### src/verilog/serial_port_params.svh
// Register offsets, field positions, reset values and timing counts
`ifndef SERIAL_PORT_PARAMS_SVH
`define SERIAL_PORT_PARAMS_SVH
// ============================================================
// Register byte offsets
`define OFF_CONTROL_THREE 12'h000
`define OFF_RX_BUFFER     12'h004
`define OFF_STATUS        12'h008
`define OFF_MODE          12'h00c
`define OFF_IRQ_STATUS    12'h010
`define OFF_IRQ_MASK      12'h014
// ============================================================
// Control three field positions
`define BIT_OVERWRITE     4
`define BIT_HOLD_SELECT   3
`define CONTROL_THREE_RST 8'h00
// ============================================================
// Status and interrupt bits
`define BIT_FULL          0
`define BIT_OVERFLOW      1
`define IRQ_RX            0
`define IRQ_OVF           1
// ============================================================
// Hold times
`define CLK_PERIOD_NS     50
`define HOLD_LONG_NS      300
`define HOLD_SHORT_NS     100
`define HOLD_LONG_CYC     ((`HOLD_LONG_NS + `CLK_PERIOD_NS - 1) / `CLK_PERIOD_NS)
`define HOLD_SHORT_CYC    ((`HOLD_SHORT_NS + `CLK_PERIOD_NS - 1) / `CLK_PERIOD_NS)
`endif

### src/verilog/serial_port_pkg.sv
// Types shared by the serial port receive block
package serial_port_pkg;
  typedef enum logic [1:0] {MODE_SPI_SLAVE, MODE_I2C_MASTER, MODE_I2C_SLAVE, MODE_OFF} port_mode_t;
  typedef enum logic [1:0] {SDA_IDLE, SDA_WAIT, SDA_OUT} sda_state_t;
endpackage

### src/verilog/sda_hold_if.sv
// Interface between the control logic and the SDA hold timer
`timescale 1ns/1ns
interface sda_hold_if;
  logic       longHold;
  logic       sclFall;
  logic       sdaWant;
  logic       sdaLow;
  modport ctrl  (output longHold, output sclFall, output sdaWant, input sdaLow);
  modport timer (input longHold, input sclFall, input sdaWant, output sdaLow);
endinterface

### src/verilog/sda_hold_timer.sv
// Delays SDA changes after an SCL falling edge by the selected hold time
`timescale 1ns/1ns
`include "serial_port_params.svh"
module sda_hold_timer
  import serial_port_pkg::*;
(
  input wire logic     core_clk,
  input wire logic     reset,
  sda_hold_if.timer    hold
);
  import serial_port_pkg::*;
  localparam logic [3:0] LongCyc  = 4'(`HOLD_LONG_CYC);
  localparam logic [3:0] ShortCyc = 4'(`HOLD_SHORT_CYC);
  sda_state_t state_reg, state_next;
  logic [3:0] count_reg, count_next;
  logic       sdaLow_reg, sdaLow_next;
  // ============================================================
  // Hold sequencing
  always_comb
  begin
    state_next  = state_reg;
    count_next  = count_reg;
    sdaLow_next = sdaLow_reg;
    unique case (state_reg)
      SDA_IDLE:
        if (hold.sclFall)
        begin
          // Count starts at the edge; SDA stays put until it runs out
          count_next = hold.longHold ? LongCyc : ShortCyc;
          state_next = SDA_WAIT;
        end
      SDA_WAIT:
        if (count_reg <= 4'h1)
          state_next = SDA_OUT;
        else
          count_next = count_reg - 4'h1;
      SDA_OUT:
      begin
        sdaLow_next = hold.sdaWant;
        state_next  = SDA_IDLE;
      end
      default:
        state_next = SDA_IDLE;
    endcase
  end
  always_ff @(posedge core_clk)
  begin
    if (reset)
    begin
      state_reg  <= SDA_IDLE;
      count_reg  <= 4'h0;
      sdaLow_reg <= 1'b0;
    end
    else
    begin
      state_reg  <= state_next;
      count_reg  <= count_next;
      sdaLow_reg <= sdaLow_next;
    end
  end
  assign hold.sdaLow = sdaLow_reg;
endmodule // sda_hold_timer

### src/verilog/serial_port_buffer_overwrite_ctrl.sv
// Receive buffer overwrite policy and SDA hold select with APB registers
`timescale 1ns/1ns
`include "serial_port_params.svh"
// Behaviour
// SPI slave: overwrite loads always, else overflow
// I2C master ignores overwrite enable
// I2C slave overwrite: load, acknowledge if not full
// I2C slave no overwrite: load only without overflow
// SDA held 300 or 100 ns
// Full set on load, cleared on read
module serial_port_buffer_overwrite_ctrl
  import serial_port_pkg::*;
(
  input  wire logic        core_clk,
  input  wire logic        reset,
  input  wire logic        psel,
  input  wire logic        penable,
  input  wire logic        pwrite,
  input  wire logic [11:0] paddr,
  input  wire logic [31:0] pwdata,
  output logic             pready,
  output logic [31:0]      prdata,
  output logic             pslverr,
  input  wire logic        rxValid,
  input  wire logic        rxIsData,
  input  wire logic [7:0]  rxByte,
  input  wire logic        sclFall,
  output logic             sdaIn,
  output logic             sdaOut,
  output logic             sdaOe,
  input  wire logic        sdaPin,
  output logic             irq
);
  import serial_port_pkg::*;
  logic [7:0] control_reg, control_next;
  logic [7:0] buffer_reg, buffer_next;
  logic       full_reg, full_next;
  logic       ovf_reg, ovf_next;
  logic       ack_reg, ack_next;
  logic [1:0] mode_reg, mode_next;
  logic [1:0] irqStat_reg, irqStat_next;
  logic [1:0] irqMask_reg, irqMask_next;
  logic [31:0] rdata_reg, rdata_next;
  logic       load;
  logic       overflowEvt;
  logic       busWrite;
  logic       busRead;
  port_mode_t mode;
  sda_hold_if hold ();

  function automatic logic hit(input logic [11:0] a, input logic [11:0] off);
    hit = (a == off);
  endfunction

  // ============================================================
  // Receive policy
  assign mode = port_mode_t'(mode_reg);
  always_comb
  begin
    load        = 1'b0;
    overflowEvt = 1'b0;
    if (rxValid)
    begin
      unique case (mode)
        MODE_SPI_SLAVE:
          if (control_reg[`BIT_OVERWRITE] || !full_reg)
            load = 1'b1;
          else
            overflowEvt = 1'b1;
        MODE_I2C_MASTER:
          begin
            // Overwrite bit not consulted here
            load        = !full_reg;
            overflowEvt = full_reg;
          end
        MODE_I2C_SLAVE:
          if (control_reg[`BIT_OVERWRITE])
          begin
            load        = !full_reg;
            overflowEvt = full_reg;
          end
          else
          begin
            load        = !ovf_reg && !full_reg;
            overflowEvt = ovf_reg || full_reg;
          end
        MODE_OFF:
          load = 1'b0;
      endcase
    end
  end

  // ============================================================
  // APB slave, zero wait states
  assign busWrite = psel && penable && pwrite;
  assign busRead  = psel && !penable && !pwrite;
  assign pready   = 1'b1;
  assign pslverr  = 1'b0;
  assign prdata   = rdata_reg;

  always_comb
  begin
    control_next = control_reg;
    buffer_next  = buffer_reg;
    full_next    = full_reg;
    ovf_next     = ovf_reg;
    ack_next     = 1'b0;
    mode_next    = mode_reg;
    irqStat_next = irqStat_reg;
    irqMask_next = irqMask_reg;
    rdata_next   = rdata_reg;
    // Read data fetched in setup so it is stable at the access edge
    if (busRead)
    begin
      rdata_next = 32'h0;
      if (hit(paddr, `OFF_CONTROL_THREE))
        rdata_next = {24'h0, control_reg};
      else if (hit(paddr, `OFF_RX_BUFFER))
        rdata_next = {24'h0, buffer_reg};
      else if (hit(paddr, `OFF_STATUS))
        rdata_next = {30'h0, ovf_reg, full_reg};
      else if (hit(paddr, `OFF_MODE))
        rdata_next = {30'h0, mode_reg};
      else if (hit(paddr, `OFF_IRQ_STATUS))
        rdata_next = {30'h0, irqStat_reg};
      else if (hit(paddr, `OFF_IRQ_MASK))
        rdata_next = {30'h0, irqMask_reg};
    end
    if (psel && penable && !pwrite && hit(paddr, `OFF_RX_BUFFER))
      full_next = 1'b0;
    if (busWrite)
    begin
      if (hit(paddr, `OFF_CONTROL_THREE))
        control_next = pwdata[7:0];
      if (hit(paddr, `OFF_STATUS) && pwdata[`BIT_OVERFLOW])
        ovf_next = 1'b0;
      if (hit(paddr, `OFF_MODE))
        mode_next = pwdata[1:0];
      if (hit(paddr, `OFF_IRQ_STATUS))
        irqStat_next = irqStat_reg & ~pwdata[1:0];
      if (hit(paddr, `OFF_IRQ_MASK))
        irqMask_next = pwdata[1:0];
    end
    // Hardware events win over clears in the same cycle
    if (load)
    begin
      buffer_next = rxByte;
      full_next   = 1'b1;
      irqStat_next[`IRQ_RX] = 1'b1;
      ack_next    = (mode == MODE_I2C_SLAVE);
    end
    if (overflowEvt)
    begin
      ovf_next = 1'b1;
      irqStat_next[`IRQ_OVF] = 1'b1;
    end
  end

  always_ff @(posedge core_clk)
  begin
    if (reset)
    begin
      control_reg <= `CONTROL_THREE_RST;
      buffer_reg  <= 8'h00;
      full_reg    <= 1'b0;
      ovf_reg     <= 1'b0;
      ack_reg     <= 1'b0;
      mode_reg    <= 2'h0;
      irqStat_reg <= 2'h0;
      irqMask_reg <= 2'h0;
      rdata_reg   <= 32'h0;
    end
    else
    begin
      control_reg <= control_next;
      buffer_reg  <= buffer_next;
      full_reg    <= full_next;
      ovf_reg     <= ovf_next;
      ack_reg     <= ack_next;
      mode_reg    <= mode_next;
      irqStat_reg <= irqStat_next;
      irqMask_reg <= irqMask_next;
      rdata_reg   <= rdata_next;
    end
  end

  assign irq = |(irqStat_reg & irqMask_reg);

  // ============================================================
  // SDA drive, acknowledge pulls low after the hold time
  logic ackPending_reg, ackPending_next;
  always_comb
  begin
    ackPending_next = ackPending_reg;
    if (ack_reg)
      ackPending_next = 1'b1;
    else if (sclFall && ackPending_reg && !hold.sdaLow)
      ackPending_next = 1'b1;
    else if (hold.sdaLow)
      ackPending_next = 1'b0;
  end
  always_ff @(posedge core_clk)
  begin
    if (reset)
      ackPending_reg <= 1'b0;
    else
      ackPending_reg <= ackPending_next;
  end
  assign hold.longHold = control_reg[`BIT_HOLD_SELECT];
  assign hold.sclFall  = sclFall && (mode != MODE_SPI_SLAVE);
  assign hold.sdaWant  = ackPending_reg;

  sda_hold_timer holdTimer (
    .core_clk (core_clk),
    .reset    (reset),
    .hold     (hold)
  );

  assign sdaOut = 1'b0;
  assign sdaOe  = hold.sdaLow;
  assign sdaIn  = sdaPin;
endmodule // serial_port_buffer_overwrite_ctrl

### config.mk
export PLATFORM = sky130hd
export DESIGN_NAME = serial_port_buffer_overwrite_ctrl
export DESIGN_NICKNAME = d
export VERILOG_FILES = /design/src/verilog/serial_port_pkg.sv /design/src/verilog/sda_hold_if.sv /design/src/verilog/sda_hold_timer.sv /design/src/verilog/serial_port_buffer_overwrite_ctrl.sv
export VERILOG_INCLUDE_DIRS = /design/src /design/src/verilog
export SDC_FILE = /design/constraint.sdc
export NUM_CORES = 1
export LEC_CHECK = 0
export BUFFER_PORTS_ARGS = -buffer_cell sky130_fd_sc_hd__buf_2
export CAP_MARGIN = 20
export CORE_ASPECT_RATIO = 1.25
export CORE_UTILIZATION = 42
export CTS_CLUSTER_SIZE = 16
export DETAILED_ROUTE_END_ITERATION = 8
export PLACE_DENSITY = 0.78
export SKIP_CTS_REPAIR_TIMING = 1
export SYNTH_ARGS = -nofsm -noshare
export SYNTH_HDL_FRONTEND = slang
export SYNTH_SLANG_ARGS = --single-unit
### constraint.sdc
create_clock -name core_clk -period 1.7 [get_ports core_clk]
set_input_delay 0.51 -clock core_clk [delete_from_list [all_inputs] [get_ports core_clk]]
set_output_delay 0.51 -clock core_clk [all_outputs]
set_load 0.01 [all_outputs]
==> results of run 1 <==
## cells in the mapped netlist, types with 2 or more instances
cell type / instances
a211oi_1: 2
a21oi_1: 15
a221oi_1: 6
and4_1: 2
buf_2: 3
buf_4: 29
clkbuf_1: 6
conb_1: 2
dfxtp_1: 41
ha_1: 2
inv_1: 9
mux2i_1: 22
nand2_1: 5
nand2b_1: 3
nand3_1: 2
nand4_1: 2
nand4b_1: 2
nor2_1: 45
nor2b_1: 2
nor3_1: 11
nor4_1: 2
nor4b_1: 2
o21ai_0: 6
o21bai_1: 2
o41ai_1: 3
## critical path, cell delays in order
cell	delay, ps
buf_2	120
nor4_4	330
and4_1	270
and2b_1	170
buf_12	140
mux2i_1	190
nor2_1	50
## path summary, 6_finish.rpt
check        slack [ps]                     end                    from  depth (start not counted)
max reg2reg         130  holdTimer.count_reg[3]  holdTimer.count_reg[0]                          7
min                 450           buffer_reg[6]               rxByte[6]                          3
max                  90          control_reg[7]               paddr[10]                          7
min reg2reg         470          ackPending_reg                 ack_reg                          2
## cell families (layout without fill, tap and decap cells)
group	count (synthesis)	in the layout	synth area share (%)
compound gates	41	41	12.8
xor+xnor	1	1	0.420
fa+ha+maj	2	2	1.20
buf+inv	48	85	14.4
flops	41	41	39.4
mux	22	22	10.6
other cells	2	27	0.360
simple gates	85	85	20.9
## per-layer routing
metal / part of all wire [%] / vias to the layer above
met2: 53 / 70
met1: 40 / 893
met4: 2.3 / 0
met5: 0 / -
met3: 5.3 / 12
li1: - / 903
## where the power goes
| part | internal [W] | leakage, nW | switching [W] |
|---|---|---|---|
| clock network | 0.000479 | 0.0585 | 0.000323 |
| logic | 0.0000911 | 0.709 | 0.000126 |
| registers | 0.000985 | 0.335 | 0.0000192 |
| total | 0.00155 | 1.10 | 0.000468 |
## cell type report
class / count / share of cell area [%]
flip-flops and latches: 41 / 32.4
repair buffers: 68 / 16.2
well taps: 60 / 2.95
multi-input cells: 178 / 42.6
clock inverters: 1 / 1.18
inverters: 9 / 1.33
clock buffers: 7 / 3.39
## per-stage QoR
step / TNS, ps / utilization, %
floorplan: -647 / -
global placement: -2950 / 49.5
detailed placement: -3370 / 49.5
CTS: -41.4 / 52.0
global route: -38.2 / 53.5
finish: 0 / 53.5
==> impl_metrics.py, run 1 <==
metrics = {
    "status": {
        "outcome": "finished, final reports clean",
    },
    "global_route": {
        "overflow": 0,
        "track_usage_pct": 17.8,
        "grt_pass1_vias": 1624,
        "grtUsageMet2_pct": 32.6,
        "grt_antenna_before_repair": 0,
        "grt.met3_usage_pct": 4.07,
        "top_usage_layer": "met2",
        "grt_max_degree": 21,
        "grtUsageMet1_pct": 19.1,
        "grt_pass1_wl_mm": 7.11,
    },
    "worst_setup_path": {
        "crit_type": "in -> reg",
        "arrival_ps": 1790,
        "start_kind": "input pin",
        "required_ps": 1880,
        "cp-end-kind": "flop",
        "worstPathMaxFanout": 8,
    },
    "clocking": {
        "cts_max_level": 2,
        "cts_tree": "done",
        "clock_path_buffers": 2,
        "cts_inserted_buffers": 5,
        "clock-sinks": 41,
        "insertion_delay_ps": 290,
        "clk_pin_slew_ps": 80,
        "cts-root-buf": "clkbuf_8",
    },
    "yosys": {
        "synth_area_sq_um": 2080,
        "yosys.area.top_type": "dfxtp_1",
        "ys.flop_type": "dfxtp_1",
        "synth_warnings": 0,
        "avgSynthCellArea_sq_um": 8.61,
        "synth-seq-area-share_pct": 39.4,
        "synth_cell_types": 41,
        "synth_area_leaders": "dfxtp_1, mux2i_1, buf_4",
        "netlist_instances": 242,
        "ys_ff_latch": 41,
        "synth_top_cell_area_share_pct": 39.4,
        "async_flop_share_pct": 0,
        "synth_edf_count": 0,
    },
    "cells_and_area": {
        "instances_no_fill": 364,
        "area_delta_synth_final_pct": 22.3,
        "seq_area_sq_um": 826,
        "nNetsFinal": 366,
        "final_cell_mix": "nor2_1, buf_2, dfxtp_1, conb_1, buf_4",
        "final_common_cell": "nor2_1",
        "fillers": 446,
        "num_antenna_cells": 0,
        "multi_input_area_sq_um": 1080,
        "drive_gt1_share_pct": 28.6,
        "fin_area_sq_um": 2550,
    },
    "detailed_routing": {
        "drt-initial-drc-count": 62,
        "first_pass_iters": 4,
        "vias": 1878,
        "routed_wl_mm": 4.73,
        "wl_per_cell_microns": 13.0,
        "antenna_left": 0,
        "viasPerCell": 5.16,
        "route.detailed.drc": 0,
    },
    "place": {
        "routabilityCongestion": 0.796,
        "dpl_cell_area_sq_um": 2360,
        "dpl.cell_count": 350,
        "dp_slack_ps": -246,
        "port_buffers": 44,
        "post-dp-hpwl_mm": 3.32,
    },
    "sta": {
        "fmax_mhz": 621,
        "holdWs_ps": 448,
        "layout_min_cycle_time_ps": 1610,
        "fin_worst_skew_ps": 5.14,
        "final-setup-viol-count": 0,
        "min_period_over_period_pct": 94.7,
        "hold_viol": 0,
        "slew_violations": 0,
        "fin_ws_ps": 90.2,
    },
    "pwr": {
        "p_leak_nw": 1.10,
        "p_per_area_nw_per_um2": 794,
        "power_w": 0.00202,
        "ir_drop_uv": 596,
    },
    "floorplan": {
        "placementRows": 28,
        "die_w_microns": 65.0,
        "die_area_sq_um": 5250,
        "core_area_sq_um": 4760,
        "initial_utilization_pct": 43.7,
        "io_pins": 99,
        "die_y_microns": 80.8,
    },
    "hold_path": {
        "hold_class": "in -> reg",
    },
    "run": {
        "timing.max_cap.violations": 0,
    },
}
Power figures use the tool's default switching activity.
==> inputs of run 2 (changes only) <==
--- a/config.mk
+++ b/config.mk
@@ -9,10 +9,10 @@
 export BUFFER_PORTS_ARGS = -buffer_cell sky130_fd_sc_hd__buf_2
 export CAP_MARGIN = 20
 export CORE_ASPECT_RATIO = 1.25
-export CORE_UTILIZATION = 42
+export CORE_UTILIZATION = 35
 export CTS_CLUSTER_SIZE = 16
 export DETAILED_ROUTE_END_ITERATION = 8
-export PLACE_DENSITY = 0.78
+export PLACE_DENSITY = 0.68
 export SKIP_CTS_REPAIR_TIMING = 1
 export SYNTH_ARGS = -nofsm -noshare
 export SYNTH_HDL_FRONTEND = slang
==> constraint.sdc (replaced) <==
create_clock -name core_clk -period 1.7 [get_ports core_clk]
set_input_delay 0.34 -clock core_clk [delete_from_list [all_inputs] [get_ports core_clk]]
set_output_delay 0.34 -clock core_clk [all_outputs]
set_load 0.01 [all_outputs]
==> run 2 against run 1 <==
Compared with the run above: the flow now finishes with violations (design-rule violations); sequential power hardly changed; hold slack worse by 160 ps; count of clock-buffer cells in the layout stayed put; via count is 6.0% lower; largest cell class unchanged; final cell count is 1.1% lower; combinational power is 6% lower; register-to-register slack hardly changed; power is 0.77% lower; core utilization is 11 points lower; global-route usage is 3.6 points lower.
==> impl_metrics.py, run 2 (same netlist as run 1, synthesis figures left out) <==
metrics = {
    "sta": {
        "fin_worst_skew_ps": 6.07,
        "final-setup-viol-count": 0,
        "fin_ws_ps": 132,
        "slew_headroom_pct": 66.6,
        "layout_min_cycle_time_ps": 1570,
        "holdWs_ps": 286,
        "grt_setup_unrepaired": "no",
        "fmax_mhz": 638,
        "worstMarginPinSlew_ps": 501,
        "slew_violations": 0,
        "min_period_over_period_pct": 92.2,
        "hold_viol": 0,
    },
    "worst_setup_path": {
        "reg2reg_setup_slack_ps": 130,
        "reg2reg_from": "holdTimer.count_reg[1]",
        "r2r-end": "holdTimer.count_reg[3]",
        "max_stage_delay_ps": 340,
        "cp_slowest_cell": "dfxtp_2",
        "start_kind": "flop",
        "path_cells": "inv_1 > ha_1 > o21bai_2 > o21bai_2 > nor4_2 > xnor2_1 > nor3_1",
        "cp-end-kind": "flop",
        "critPathMostFrequentCell": "o21bai_2",
        "required_ps": 1850,
        "crit_type": "reg -> reg",
        "worstPathMaxFanout": 4,
        "worstRegToRegCells": 7,
        "arrival_ps": 1720,
    },
    "hold_path": {
        "hold_class": "in -> reg",
        "min-delay-start": "rxByte[5]",
        "whs_endpoint": "buffer_reg[5]",
        "hold_depth": 3,
    },
    "clocking": {
        "cts_max_level": 2,
        "clk_pin_slew_ps": 70,
        "insertion_delay_ps": 290,
        "cts_inserted_buffers": 5,
        "cts-root-buf": "clkbuf_8",
        "clock_path_buffers": 2,
        "clock-sinks": 41,
        "cts_tree": "done",
    },
    "detailed_routing": {
        "routed_wl_mm": 4.34,
        "drt-initial-drc-count": 66,
        "antenna_left": 0,
        "route.detailed.drc": 18,
        "vias": 1766,
        "viasPerCell": 4.91,
        "first_pass_iters": 8,
        "wl_per_cell_microns": 12.1,
    },
    "place": {
        "post-dp-hpwl_mm": 3.37,
        "routabilityCongestion": 0.756,
        "dpl.cell_count": 351,
        "port_buffers": 44,
        "dp_slack_ps": -147,
    },
    "global_route": {
        "grt_antenna_before_repair": 0,
        "track_usage_pct": 14.2,
        "grt_pass1_wl_mm": 7.04,
        "grt_pass1_vias": 1592,
        "grt_max_degree": 28,
        "overflow": 0,
    },
    "floorplan": {
        "placementRows": 31,
        "io_pins": 99,
        "core_area_sq_um": 5780,
        "die_w_microns": 71.0,
        "die_y_microns": 88.3,
        "initial_utilization_pct": 36.1,
        "die_area_sq_um": 6270,
    },
    "pwr": {
        "combPwrFrac_pct": 10.2,
        "p_sw_share_pct": 22.9,
        "power_w": 0.00201,
        "internal_power_w": 0.00155,
        "p_leak_nw": 1.05,
        "ir_drop_uv": 437,
        "p_clk_share_pct": 39.9,
        "p_per_area_nw_per_um2": 809,
        "seqPwrFrac_pct": 49.9,
        "power.switching_w": 0.000459,
    },
    "cells_and_area": {
        "area_delta_synth_final_pct": 19.1,
        "final_cell_mix": "nor2_1, buf_2, dfxtp_1, conb_1, mux2i_1",
        "nNetsFinal": 356,
        "final_common_cell": "nor2_1",
        "instances_no_fill": 360,
        "drive_gt1_share_pct": 25.9,
        "num_antenna_cells": 0,
        "fillers": 586,
    },
    "status": {
        "violations": "design-rule violations",
        "outcome": "finished, violations left",
    },
    "run": {
        "timing.max_cap.violations": 0,
    },
}
[run 2: worst max-delay path by stage]
stage	start	slack, ps	to
2_1_floorplan	paddr[7]	70	control_reg[6]
3_3_place_gp	paddr[9]	-100	control_reg[5]
3_5_place_dp	paddr[9]	-150	control_reg[7]
4_1_cts	holdTimer.count_reg[0]	20	holdTimer.count_reg[3]
5_1_grt	holdTimer.count_reg[0]	40	holdTimer.count_reg[3]
6_report	holdTimer.count_reg[1]	130	holdTimer.count_reg[3]
[run 2: cell type report]
type / count / area, sq um / share of cell area (%)
Multi-Input combinational cell: 178 / 1070 / 43.2
Inverter: 9 / 33.8 / 1.36
Clock inverter: 1 / 30.0 / 1.21
Clock buffer: 7 / 86.3 / 3.48
Tap cell: 66 / 82.6 / 3.33
Sequential cell: 41 / 826 / 33.3
Timing Repair Buffer: 58 / 350 / 14.1
[run 2: per-stage QoR]
stage / cell area (sq um) / util (%) / setup TNS, ps
global placement: 2340 / 40.4 / -720
global route: 2480 / 43.0 / 0
detailed placement: 2340 / 40.4 / -1090
CTS: 2450 / 42.5 / 0
finish: 2480 / 43.0 / 0
floorplan: 2180 / - / 0
[run 2: power groups by stage]
| stage | sequential, W | combinational (W) | clock (W) |
|---|---|---|---|
| after detailed placement | 0.00103 | 0.000207 | 0 |
| after floorplan | 0.00102 | 0.000167 | 0 |
| final | 0.00100 | 0.000205 | 0.000800 |
| after global routing | 0.00101 | 0.000229 | 0.000861 |
| after CTS | 0.00100 | 0.000208 | 0.000813 |
| after global placement | 0.00103 | 0.000202 | 0 |
[run 2: critical path, delay by kind of cell (launching register included)]
family          cells  cell delay (ps)
flops               1              340
fa+ha+maj           1              190
buf+inv             1               60
xor+xnor            1              150
simple gates        2              370
compound gates      2              310
[run 2: layer usage]
layer	part of all wire [%]	track usage (%)	up-vias
met3	5.2	3.08	10
li1	-	-	883
met4	1.6	5.27	0
met1	41	16.4	820
met5	0	0	-
met2	52	26.0	53
